**src/rtl/sfd_consts.svh**
```systemverilog
`ifndef SFD_CONSTS_SVH
`define SFD_CONSTS_SVH

`define SFD_ADDR_W 12
`define SFD_CTRL_ADDR 12'h01c
`define SFD_DMA_RX_EN_BIT 31
`define SFD_RX_LVL_HI 30
`define SFD_RX_LVL_LO 24
`define SFD_RX_FLUSH_BIT 23
`define SFD_RX_FIFO_EN_BIT 22
`define SFD_RX_THD_HI 20
`define SFD_RX_THD_LO 16
`define SFD_DMA_TX_EN_BIT 15
`define SFD_TX_LVL_HI 14
`define SFD_TX_LVL_LO 8
`define SFD_TX_FLUSH_BIT 7
`define SFD_TX_FIFO_EN_BIT 6
`define SFD_TX_THD_HI 4
`define SFD_TX_THD_LO 0
`define SFD_THD_W 5
`define SFD_LVL_W 7
`define SFD_TX_THD_RESET 5'h10
`define SFD_RX_THD_RESET 5'h00
`define SFD_FIFO_DEPTH 32
`define SFD_DATA_W 8

`endif

```
**src/rtl/sfd_pkg.sv**
```systemverilog
`include "sfd_consts.svh"

package sfd_pkg;

    typedef struct packed {
        logic dma_rx_en;
        logic rx_fifo_en;
        logic [`SFD_THD_W-1:0] rx_thd;
        logic dma_tx_en;
        logic tx_fifo_en;
        logic [`SFD_THD_W-1:0] tx_thd;
    } sfd_ctrl_t;

    // spi_event_flags threshold bits owned by this block
    typedef struct packed {
        logic rx_thd;
        logic tx_thd;
    } sfd_flags_t;

endpackage : sfd_pkg

```
**src/rtl/sfd_ram.sv**
```systemverilog
`timescale 1ns/1ps

module sfd_ram #(
    parameter int DW = 8,
    parameter int AW = 5
) (
    input wire logic clk,
    input wire logic wr_en,
    input wire logic [AW-1:0] wr_addr,
    input wire logic [DW-1:0] wr_data,
    input wire logic rd_en,
    input wire logic [AW-1:0] rd_addr,
    output logic [DW-1:0] rd_data
);

    logic [DW-1:0] mem [1<<AW];

    // no reset on the array, it maps onto plain ram
    always_ff @(posedge clk)
    begin
        if (wr_en)
        begin
            mem[wr_addr] <= wr_data;
        end
    end

    always_ff @(posedge clk)
    begin
        if (rd_en)
        begin
            rd_data <= mem[rd_addr];
        end
    end

endmodule : sfd_ram

```
**src/rtl/sfd_top.sv**
```systemverilog
// Functional notes
// RQ1 - Clearing the receive DMA enable drops and cancels the receive DMA request at once.
// RQ2 - The receive level field reads the live byte count of the receive FIFO and is read-only.
// RQ3 - Writing one to receive flush empties the receive FIFO and clears its flags; zero does nothing. Here a crossing in the flush cycle sets the flag.
// RQ4 - Software should flush the receive FIFO only while it is not receiving data.
// RQ5 - Receive level above the receive threshold sets its flag and, if enabled, a DMA request.
// RQ6 - Software programs the receive threshold only from zero to thirty.
// RQ7 - The transmit DMA enable bit enables transmit requests; clearing it cancels a pending one.
// RQ8 - The read-only transmit level field returns the byte count of the transmit FIFO.
// RQ9 - Writing one to transmit flush empties the transmit FIFO and clears its flags; zero does nothing. Here a crossing in the flush cycle sets the flag.
// RQ10 - Software should clear the transmit FIFO enable before a transmit flush.
// RQ11 - Transmit level below the transmit threshold sets its flag and, if enabled, a DMA request.
// RQ12 - After reset the transmit threshold holds sixteen and all other control fields are zero.
// RQ13 - A disabled FIFO neither accepts nor supplies data and raises no threshold events or requests.
//
// Chosen here: register access over APB.
`timescale 1ns/1ps
`include "sfd_consts.svh"

module sfd_top #(
    parameter int DEPTH = `SFD_FIFO_DEPTH,
    parameter int DW = `SFD_DATA_W
) (
    input wire logic pclk,
    input wire logic presetn,
    input wire logic psel,
    input wire logic penable,
    input wire logic pwrite,
    input wire logic [`SFD_ADDR_W-1:0] paddr,
    input wire logic [31:0] pwdata,
    output logic [31:0] prdata,
    output logic pready,
    output logic pslverr,
    input wire logic tx_push_valid,
    input wire logic [DW-1:0] tx_push_data,
    output logic tx_push_ready,
    input wire logic tx_pop_req,
    output logic tx_pop_avail,
    output logic [DW-1:0] tx_pop_data,
    output logic tx_pop_dv,
    input wire logic rx_push_valid,
    input wire logic [DW-1:0] rx_push_data,
    output logic rx_push_ready,
    input wire logic rx_pop_req,
    output logic rx_pop_avail,
    output logic [DW-1:0] rx_pop_data,
    output logic rx_pop_dv,
    output logic tx_dma_req,
    output logic rx_dma_req,
    output sfd_pkg::sfd_flags_t evt_flags,
    input wire sfd_pkg::sfd_flags_t evt_clr
);

    localparam int AW = $clog2(DEPTH);
    localparam int CW = AW + 1;
    localparam int TX = 0;
    localparam int RX = 1;

    // spi_fifo_dma_control register image
    sfd_pkg::sfd_ctrl_t ctrl;
    logic [1:0] fifo_en;
    logic [1:0] flush;
    logic [1:0] push_v;
    logic [1:0] pop_r;
    logic [1:0] push_ok;
    logic [1:0] pop_ok;
    logic [1:0] cond;
    logic [1:0] cond_q;
    logic [1:0] rise;
    logic [1:0] flags;
    logic [1:0] clr;
    logic [1:0] pop_dv;
    logic [DW-1:0] push_d [2];
    logic [DW-1:0] rd_d [2];
    logic [AW-1:0] wp [2];
    logic [AW-1:0] rp [2];
    logic [CW-1:0] cnt [2];
    logic [31:0] rd_word;
    logic setup;
    logic access;
    logic hit;
    logic wr;

    function automatic logic [`SFD_LVL_W-1:0] lvl_of(input logic [CW-1:0] c);
        lvl_of = `SFD_LVL_W'(c);
    endfunction : lvl_of

    // apb slave: zero wait states, unmapped addresses answer with an error
    assign setup = psel & ~penable;
    assign access = psel & penable;
    assign hit = (paddr == `SFD_CTRL_ADDR);
    assign wr = access & pwrite & hit;
    assign pready = 1'b1;
    assign pslverr = access & ~hit;

    always_comb
    begin
        rd_word = '0;
        rd_word[`SFD_DMA_RX_EN_BIT] = ctrl.dma_rx_en;
        rd_word[`SFD_RX_LVL_HI:`SFD_RX_LVL_LO] = lvl_of(cnt[RX]); // [RQ2]
        rd_word[`SFD_RX_FIFO_EN_BIT] = ctrl.rx_fifo_en;
        rd_word[`SFD_RX_THD_HI:`SFD_RX_THD_LO] = ctrl.rx_thd;
        rd_word[`SFD_DMA_TX_EN_BIT] = ctrl.dma_tx_en;
        rd_word[`SFD_TX_LVL_HI:`SFD_TX_LVL_LO] = lvl_of(cnt[TX]); // [RQ8]
        rd_word[`SFD_TX_FIFO_EN_BIT] = ctrl.tx_fifo_en;
        rd_word[`SFD_TX_THD_HI:`SFD_TX_THD_LO] = ctrl.tx_thd;
    end

    // captured in the setup cycle so prdata comes from a flop
    always_ff @(posedge pclk or negedge presetn)
    begin
        if (!presetn)
        begin
            prdata <= '0;
        end
        else if (setup)
        begin
            prdata <= (hit && !pwrite) ? rd_word : '0;
        end
    end

    always_ff @(posedge pclk or negedge presetn)
    begin
        if (!presetn)
        begin
            ctrl.dma_rx_en <= 1'b0;
            ctrl.rx_fifo_en <= 1'b0;
            ctrl.rx_thd <= `SFD_RX_THD_RESET;
            ctrl.dma_tx_en <= 1'b0;
            ctrl.tx_fifo_en <= 1'b0;
            ctrl.tx_thd <= `SFD_TX_THD_RESET; // [RQ12]
        end
        else if (wr)
        begin
            ctrl.dma_rx_en <= pwdata[`SFD_DMA_RX_EN_BIT];
            ctrl.rx_fifo_en <= pwdata[`SFD_RX_FIFO_EN_BIT];
            // an all-ones receive threshold is stored as written
            ctrl.rx_thd <= pwdata[`SFD_RX_THD_HI:`SFD_RX_THD_LO];
            ctrl.dma_tx_en <= pwdata[`SFD_DMA_TX_EN_BIT];
            ctrl.tx_fifo_en <= pwdata[`SFD_TX_FIFO_EN_BIT];
            ctrl.tx_thd <= pwdata[`SFD_TX_THD_HI:`SFD_TX_THD_LO];
        end
    end

    // flush bits act only on a written one and never read back
    assign flush[RX] = wr & pwdata[`SFD_RX_FLUSH_BIT]; // [RQ3]
    assign flush[TX] = wr & pwdata[`SFD_TX_FLUSH_BIT]; // [RQ9]

    assign fifo_en[TX] = ctrl.tx_fifo_en;
    assign fifo_en[RX] = ctrl.rx_fifo_en;
    assign push_v[TX] = tx_push_valid;
    assign push_v[RX] = rx_push_valid;
    assign pop_r[TX] = tx_pop_req;
    assign pop_r[RX] = rx_pop_req;
    assign push_d[TX] = tx_push_data;
    assign push_d[RX] = rx_push_data;
    assign clr[TX] = evt_clr.tx_thd;
    assign clr[RX] = evt_clr.rx_thd;

    // a flush in the same cycle refuses the push rather than losing it silently
    always_comb
    begin
        for (int d = 0; d < 2; d++)
        begin
            push_ok[d] = fifo_en[d] & ~flush[d] & (cnt[d] != CW'(DEPTH)); // [RQ13]
            push_ok[d] = push_ok[d] & push_v[d];
            pop_ok[d] = fifo_en[d] & ~flush[d] & (cnt[d] != '0) & pop_r[d]; // [RQ13]
        end
    end

    assign tx_push_ready = fifo_en[TX] & ~flush[TX] & (cnt[TX] != CW'(DEPTH));
    assign rx_push_ready = fifo_en[RX] & ~flush[RX] & (cnt[RX] != CW'(DEPTH));
    assign tx_pop_avail = fifo_en[TX] & (cnt[TX] != '0);
    assign rx_pop_avail = fifo_en[RX] & (cnt[RX] != '0);

    // pointers wrap naturally, so DEPTH must be a power of two
    always_ff @(posedge pclk or negedge presetn)
    begin
        if (!presetn)
        begin
            for (int d = 0; d < 2; d++)
            begin
                wp[d] <= '0;
                rp[d] <= '0;
                cnt[d] <= '0;
            end
        end
        else
        begin
            for (int d = 0; d < 2; d++)
            begin
                if (flush[d])
                begin
                    wp[d] <= '0; // [RQ3] [RQ9]
                    rp[d] <= '0;
                    cnt[d] <= '0;
                end
                else
                begin
                    wp[d] <= wp[d] + AW'(push_ok[d]);
                    rp[d] <= rp[d] + AW'(pop_ok[d]);
                    cnt[d] <= cnt[d] + CW'(push_ok[d]) - CW'(pop_ok[d]);
                end
            end
        end
    end

    always_ff @(posedge pclk or negedge presetn)
    begin
        if (!presetn)
        begin
            pop_dv <= '0;
        end
        else
        begin
            pop_dv <= pop_ok;
        end
    end

    for (genvar g = 0; g < 2; g++)
    begin : g_ram
        sfd_ram #(
            .DW(DW),
            .AW(AW)
        ) u_ram (
            .clk(pclk),
            .wr_en(push_ok[g]),
            .wr_addr(wp[g]),
            .wr_data(push_d[g]),
            .rd_en(pop_ok[g]),
            .rd_addr(rp[g]),
            .rd_data(rd_d[g])
        );
    end

    assign tx_pop_data = rd_d[TX];
    assign rx_pop_data = rd_d[RX];
    assign tx_pop_dv = pop_dv[TX];
    assign rx_pop_dv = pop_dv[RX];

    // threshold conditions, held off while the fifo is disabled
    assign cond[RX] = fifo_en[RX] &
        (lvl_of(cnt[RX]) > `SFD_LVL_W'(ctrl.rx_thd)); // [RQ5] [RQ13]
    assign cond[TX] = fifo_en[TX] &
        (lvl_of(cnt[TX]) < `SFD_LVL_W'(ctrl.tx_thd)); // [RQ11] [RQ13]
    assign rise = cond & ~cond_q;

    always_ff @(posedge pclk or negedge presetn)
    begin
        if (!presetn)
        begin
            cond_q <= '0;
        end
        else
        begin
            cond_q <= cond;
        end
    end

    // a crossing in the clearing cycle wins over the clear
    always_ff @(posedge pclk or negedge presetn)
    begin
        if (!presetn)
        begin
            flags <= '0;
        end
        else
        begin
            for (int d = 0; d < 2; d++)
            begin
                if (rise[d])
                begin
                    flags[d] <= 1'b1; // [RQ5] [RQ11]
                end
                else if (flush[d] || clr[d])
                begin
                    flags[d] <= 1'b0; // [RQ3] [RQ9]
                end
            end
        end
    end

    assign evt_flags.rx_thd = flags[RX];
    assign evt_flags.tx_thd = flags[TX];

    // level requests: dropping the enable cancels a pending one the same cycle
    assign rx_dma_req = ctrl.dma_rx_en & cond[RX]; // [RQ1] [RQ5]
    assign tx_dma_req = ctrl.dma_tx_en & cond[TX]; // [RQ7] [RQ11]

    logic seen_wr;
    always_ff @(posedge pclk or negedge presetn)
    begin
        if (!presetn)
        begin
            seen_wr <= 1'b0;
        end
        else if (wr)
        begin
            seen_wr <= 1'b1;
        end
    end
endmodule : sfd_top
```
**config.mk**
```make
export PLATFORM = sky130hd
export DESIGN_NAME = sfd_top
export DESIGN_NICKNAME = d
export VERILOG_FILES = /design/src/rtl/sfd_pkg.sv /design/src/rtl/sfd_ram.sv /design/src/rtl/sfd_top.sv
export VERILOG_INCLUDE_DIRS = /design/src /design/src/rtl
export SDC_FILE = /design/constraint.sdc
export NUM_CORES = 1
export LEC_CHECK = 0
export BUFFER_PORTS_ARGS = -buffer_cell sky130_fd_sc_hd__buf_2
export CORE_MARGIN = 5
export CORE_UTILIZATION = 44
export DETAILED_ROUTE_END_ITERATION = 12
export GPL_TIMING_DRIVEN = 0
export PLACE_DENSITY_LB_ADDON = 0.25
export RECOVER_POWER = 100
export SLEW_MARGIN = 20
export SYNTH_ARGS = -nofsm -noshare
export SYNTH_HDL_FRONTEND = slang
export SYNTH_SLANG_ARGS = --single-unit
```
**constraint.sdc**
```tcl
create_clock -name pclk -period 5.7 [get_ports pclk]
set_input_delay 1.14 -clock pclk [delete_from_list [all_inputs] [get_ports pclk]]
set_output_delay 1.14 -clock pclk [all_outputs]
set_load 0.05 [all_outputs]
```
* After elaboration in Yosys (flattened, before gate mapping)
Memories as Yosys holds them, arrays and structs flattened. A register that Yosys moved wholly into a read port is not among the register bits. Cells that the tools add are included.
Cells by class: reductions and logical operators 8, eq/ne operators 3, $lt $le $gt $ge 2, bitwise logic cells 29, $add $sub $neg 8, multiplexer cells 15
Operator list (number):
- 32-bit two-way mux | 1
- 1-bit bitwise AND | 23
- 5-bit by 1-bit adder with 5-bit output | 4
- 5-bit two-way mux | 4
- 6-bit by 1-bit adder with 6-bit output | 2
- 12-bit by 5-bit == test with 1-bit output (second input constant) | 1
- 6-bit two-way mux | 2
- 6-bit inequality test (second input constant) | 2
- 6-bit nonzero test | 2
- 6-bit by 1-bit subtractor with 6-bit output | 2
- 1-bit two-way mux | 8
- 6-bit by 5-bit > comparator with 1-bit output | 1
- 6-bit by 5-bit less-than comparator with 1-bit output | 1
- 1-bit NOT | 4
- 2-bit nonzero test | 2
- 2-bit bitwise AND | 1
- 1-bit logical OR | 2
- 2-bit NOT | 1
- 1-bit logical AND | 1
- 1-bit logical NOT | 1
Storage, ports and cells: memories kept 2, bits of input ports 71, output and inout port bits 60, logic and storage cells 84, flip-flop bits (word level) 84, memory bits (writable) 512
Memory list:
- g_ram[0].u_ram.mem | depth 32, width 8, read ports 1, clocked after memory_dff 1, wr ports 1, line sfd_ram.sv:16 | logic [DW-1:0] mem [1<<AW];
- g_ram[1].u_ram.mem | depth 32, width 8, read ports 1, clocked after memory_dff 1, wr ports 1, line sfd_ram.sv:16

* Depth between registers and ports, before layout
word-level depth 11, depth in mapped cells 14, gate-level depth less buffers 14

* Hierarchy
Synthesis repeated with hierarchy kept, for this count alone.
Second synthesis, totals: cells, all modules 1179, area total of the unflattened synthesis 24150.7 um2
By module, submodules not included:
- sfd_ram | instances 2, seq. area each 7927.6 um2, area each 10133.5 um2, cells each 417
- sfd_top | instances 1, seq. area each 1953.1 um2, area each 3883.7 um2, cells each 345

* Worst setup path after synthesis
OpenSTA, ideal clock, no wires.
kind input-to-reg, from in paddr[7], to reg cnt[10] (netlist name), setup time 0.118 ns, buffers on the path 3, data arrival time 3.880 ns, required time 5.582 ns, setup slack 1.701 ns, stages 14, cell sequence or4_1 -> buf_2 -> nor4_4 -> and2_1 -> buf_4 -> buf_4 -> nor2_1 -> ha_1 -> fa_1 -> a21oi_1 -> nor2_1 -> nor2_1 -> xor2_1 -> nor2_1
On the way: longest elaborated chain between the ends 10, elaborated cells between the ends (all ways) 12, classes of those cells add/sub: 2; eq/ne: 1; mux: 1; bitwise: 8
Ends and longest elaborated chain:
- start: declaration | line sfd_top.sv:29 | input wire logic [`SFD_ADDR_W-1:0] paddr,
- 12-bit by 5-bit == test with 1-bit output (no source line) *
- 1-bit bitwise AND * | line sfd_top.sv:92 | assign wr = access & pwrite & hit;
- 1-bit bitwise AND * | line sfd_top.sv:147 | assign flush[TX] = wr & pwdata[`SFD_TX_FLUSH_BIT];
- 1-bit NOT | line sfd_top.sv:165, sfd_top.sv:167
- 1-bit bitwise AND | line sfd_top.sv:165, sfd_top.sv:167
- 1-bit bitwise AND | line sfd_top.sv:165 | push_ok[d] = fifo_en[d] & ~flush[d] & (cnt[d] != CW'(DEPTH));
- 1-bit bitwise AND | line sfd_top.sv:166 | push_ok[d] = push_ok[d] & push_v[d];
- 6-bit by 1-bit adder with 6-bit output | line sfd_top.sv:202 | cnt[d] <= cnt[d] + CW'(push_ok[d]) - CW'(pop_ok[d]);
- 6-bit by 1-bit subtractor with 6-bit output | line sfd_top.sv:202
- 6-bit two-way mux * | line sfd_top.sv:192 | if (flush[d])
- end signal: indexed assignment | line sfd_top.sv:202
- end: declaration | line sfd_top.sv:77 | logic [CW-1:0] cnt [2];
Every way passes the cells marked *; elsewhere a longest branch is shown, timed or not. A chain may end at the register's enable or synchronous reset.

* Worst setup path in the final report
from in paddr[7], to out tx_push_ready
On the way: longest elaborated chain between the ends 6
Ends and longest elaborated chain:
- 12-bit by 5-bit == test with 1-bit output (no source line)
- 1-bit bitwise AND | line sfd_top.sv:92
- 1-bit bitwise AND | line sfd_top.sv:147
- 1-bit NOT | line sfd_top.sv:171 | assign tx_push_ready = fifo_en[TX] & ~flush[TX] & (cnt[TX] != CW'(DEPTH));
- 1-bit bitwise AND (2 in series) | line sfd_top.sv:171
- end: declaration | line sfd_top.sv:36 | output logic tx_push_ready,
No other way between the ends.

==> load_flow_metrics.sql <==
INSERT INTO impl_metrics (metric_group, metric, value, unit) VALUES
('clocking', 'ctsHoldBuffers', '0', ''),
('hold_path', 'hp-class', 'register to register', ''),
('placed_design', 'finalWeightedCongestion', '0.801', ''),
('global_routing', 'antenna_found_initial', '0', ''),
('power', 'power.static_leakage', '9.39', 'nW'),
('synth', 'yosysWarnings', '0', ''),
('run_status', 'run_status', 'finished with violations', ''),
('die', 'x_dimension_of_the_die', '245', 'um'),
('cells_and_area', 'final_core_utilization', '0.503', ''),
('synth', 'dominant_register_cell_in_the_synthesized_netlist', 'edfxtp_1', ''),
('cells_and_area', 'nets', '1679', ''),
('synth', 'syn_inst', '1399', ''),
('power', 'power_per_cell_area', '493', 'nW/um^2'),
('placed_design', 'detailed_place_hpwl', '35.2', 'mm'),
('cells_and_area', 'filler_cell_count', '4595', ''),
('route', 'drc', '0', ''),
('synth', 'synthesis.area', '24300', 'um^2'),
('sta', 'timing.final.crit_share', '0.814', ''),
('critical_path', 'worstPathMaxFanout', '10', ''),
('route', 'ant_nets', '0', ''),
('sta', 'worst-slew-pin-transition', '2.18', 'ns'),
('synth', 'synth_async_sr_flop_share', '0.129', ''),
('clocking', 'clk_path_buf_depth', '3', ''),
('sta', 'timing.final.max_slew_violations', '477', ''),
('global_routing', 'grt_pass1_wl', '83.2', 'mm'),
('sta', 'setup-violations-final', '0', ''),
('synth', 'multiplexer_share_of_the_synthesized_area', '0.119', ''),
('die', 'die_area', '60000', 'um^2'),
('critical_path', 'crit_path_end_kind', 'primary output', ''),
('run_status', 'violations', 'capacitance limit, slew limit', ''),
('die', 'core_region_area', '54900', 'um^2'),
('synth', 'dominant_combinational_cell_family_by_area_after_synthesis', 'multiplexers', ''),
('clocking', 'post_cts_buffers', '0', ''),
('sta', 'finalClockSkew', '0.0387', 'ns'),
('cells_and_area', 'regArea', '17800', 'um^2'),
('clocking', 'insertion_delay', '0.64', 'ns'),
('route', 'routed_via_density', '5.54', ''),
('sta', 'final_hold_viol_count', '0', ''),
('clocking', 'cts_num_sinks', '606', ''),
('placed_design', 'place.port_buffers', '107', ''),
('clocking', 'cts_htree_levels', '2', ''),
('synth', 'synth-xor-area-share', '0.00865', ''),
('job', 'drv.max_cap_violation_count', '16', ''),
('critical_path', 'critPathKind', 'input pin to primary output', ''),
('die', 'i_o_pins', '131', ''),
('synth', 'yosys.area_share.adder', '0.0176', ''),
('synth', 'synth_enable_flop_cells', '528', ''),
('cells_and_area', 'antennaDiodeCount', '0', ''),
('die', 'floorplan.initialDensity', '0.443', ''),
('clocking', 'cts_buffers', '61', ''),
('synth', 'synth_simple_gate_area_frac', '0.0539', ''),
('die', 'die-height', '245', 'um'),
('global_routing', 'grt_util_all_layers', '0.182', ''),
('route', 'wl', '54.9', 'mm'),
('sta', 'slew_headroom', '-0.455', ''),
('route', 'num_vias', '12900', ''),
('sta', 'worst_hold_slack', '0.485', 'ns'),
('route', 'drt_pre_antenna_iters', '5', ''),
('global_routing', 'grt_pass1_vias', '13500', ''),
('global_routing', 'gr-total-overflow', '0', ''),
('critical_path', 'worst_path_most_repeated_cell', 'buf_2', ''),
('sta', 'timing.final.crit_period', '4.64', 'ns'),
('clocking', 'path_clk_slew', '0.06', 'ns'),
('critical_path', 'required', '4.56', 'ns'),
('synth', 'synth_compound_area_frac', '0.0496', ''),
('synth', 'synth.yosys.seq_area_share', '0.733', ''),
('cells_and_area', 'fraction_of_final_layout_cells_sized_beyond_drive_strength_1', '0.195', ''),
('power', 'irDropWorstVdd', '0.401', 'mV'),
('route', 'drt_first_iter_violations', '983', ''),
('synth', 'number_of_distinct_library_cells_after_synthesis', '49', ''),
('die', 'placement_rows', '86', '');
## layout make-up
type	instances	area share
Tap cell	704	0.0319
Clock inverter	26	0.0109
Clock buffer	88	0.0627
Multi-Input combinational cell	694	0.218
Inverter	23	0.00312
Sequential cell	606	0.645
Timing Repair Buffer	108	0.0163
Buffer	81	0.0123
## state kept, by name, indices dropped and copies added, names as in the netlist
register             count
cnt                     12
cond_q                   2
ctrl                    14
evt_flags                2
g_ram.u_ram.mem        512
g_ram.u_ram.rd_data     16
pop_dv                   2
prdata                  26
rp                      10
wp                      10
## metal layers
layer,global-route usage,vias to the layer above,routed length (um)
met5,0,-,0
met4,0.0517,0,1230
met3,0.0294,80,2610
met2,0.318,324,28400
met1,0.238,6658,22600
li1,-,5835,-
## synthesized netlist by cell type (14+ instances only)
library cell | count | area [um^2]
ha_1 | 31 | 388
nand2_1 | 26 | 97.6
clkbuf_1 | 45 | 169
mux2i_1 | 32 | 320
a21oi_1 | 31 | 155
a22o_1 | 26 | 228
nor3_1 | 17 | 85.1
a31oi_1 | 17 | 106
nor2_1 | 98 | 368
inv_1 | 23 | 86.3
mux4_2 | 64 | 1440
nand3_1 | 41 | 205
dfrtp_1 | 77 | 1930
xor2_1 | 14 | 123
nor2b_1 | 15 | 93.8
buf_1 | 16 | 60.1
mux2_2 | 100 | 1130
a22oi_1 | 32 | 240
o22ai_1 | 48 | 300
edfxtp_1 | 528 | 15900
## power breakdown
group	internal [mW]	switching [mW]	leakage (nW)	total, mW
Sequential	5.34	0.190	5.73	5.53
Combinational	1.53	2.56	2.68	4.08
Clock	2.34	1.68	0.988	4.02
Total	9.20	4.43	9.39	13.6
## worst max-delay path, delay by kind of cell
kind | cells | cell delay, ns
compound gates | 1 | 0.54
buf+inv | 3 | 0.66
simple gates | 2 | 1.15
## final timing paths
| kind | from | to | slack (ns) | cells after the start |
|---|---|---|---|---|
| setup reg to reg | cnt[2] | cnt[5] | 1.68 | 12 |
| min in group asynchronous | presetn | prdata[18] | 1.13 | 1 |
| max in group asynchronous | presetn | pop_dv[0] | 1.67 | 2 |
| hold / removal | ctrl[9] | prdata[18] | 0.48 | 1 |
| hold reg to reg | ctrl[9] | prdata[18] | 0.48 | 1 |
| setup / recovery | paddr[7] | tx_push_ready | 1.06 | 6 |
## cell usage in the layout, fill, tap and decap left out, types with 26 or more instances in the layout
cell type and n:
a21oi_1 31, a22o_1 26, a22oi_1 32, buf_2 44
clkbuf_1 142, clkbuf_16 62, dfrtp_1 77, edfxtp_1 528
ha_1 31, mux2_2 100, mux2i_1 32, mux4_2 64
nand2_1 26, nand3_1 41, nor2_1 98, o22ai_1 48
## metrics by stage
stage	setup slack, ns	area (um^2)	power [mW]
finish	1.06	27600	13.6
global route	0.763	27600	14.3
CTS	1.29	27800	13.8
detailed placement	1.00	25800	9.73
global placement	0.910	25700	9.67
floorplan	1.70	24300	8.45
## cell families after synthesis
group / Yosys count
compound gates: 180
xor+xnor: 24
fa+ha+maj: 33
buf+inv: 104
flops: 606
mux: 196
other cells: 2
simple gates: 254
Note: power is estimated with default switching activity, not from simulation.
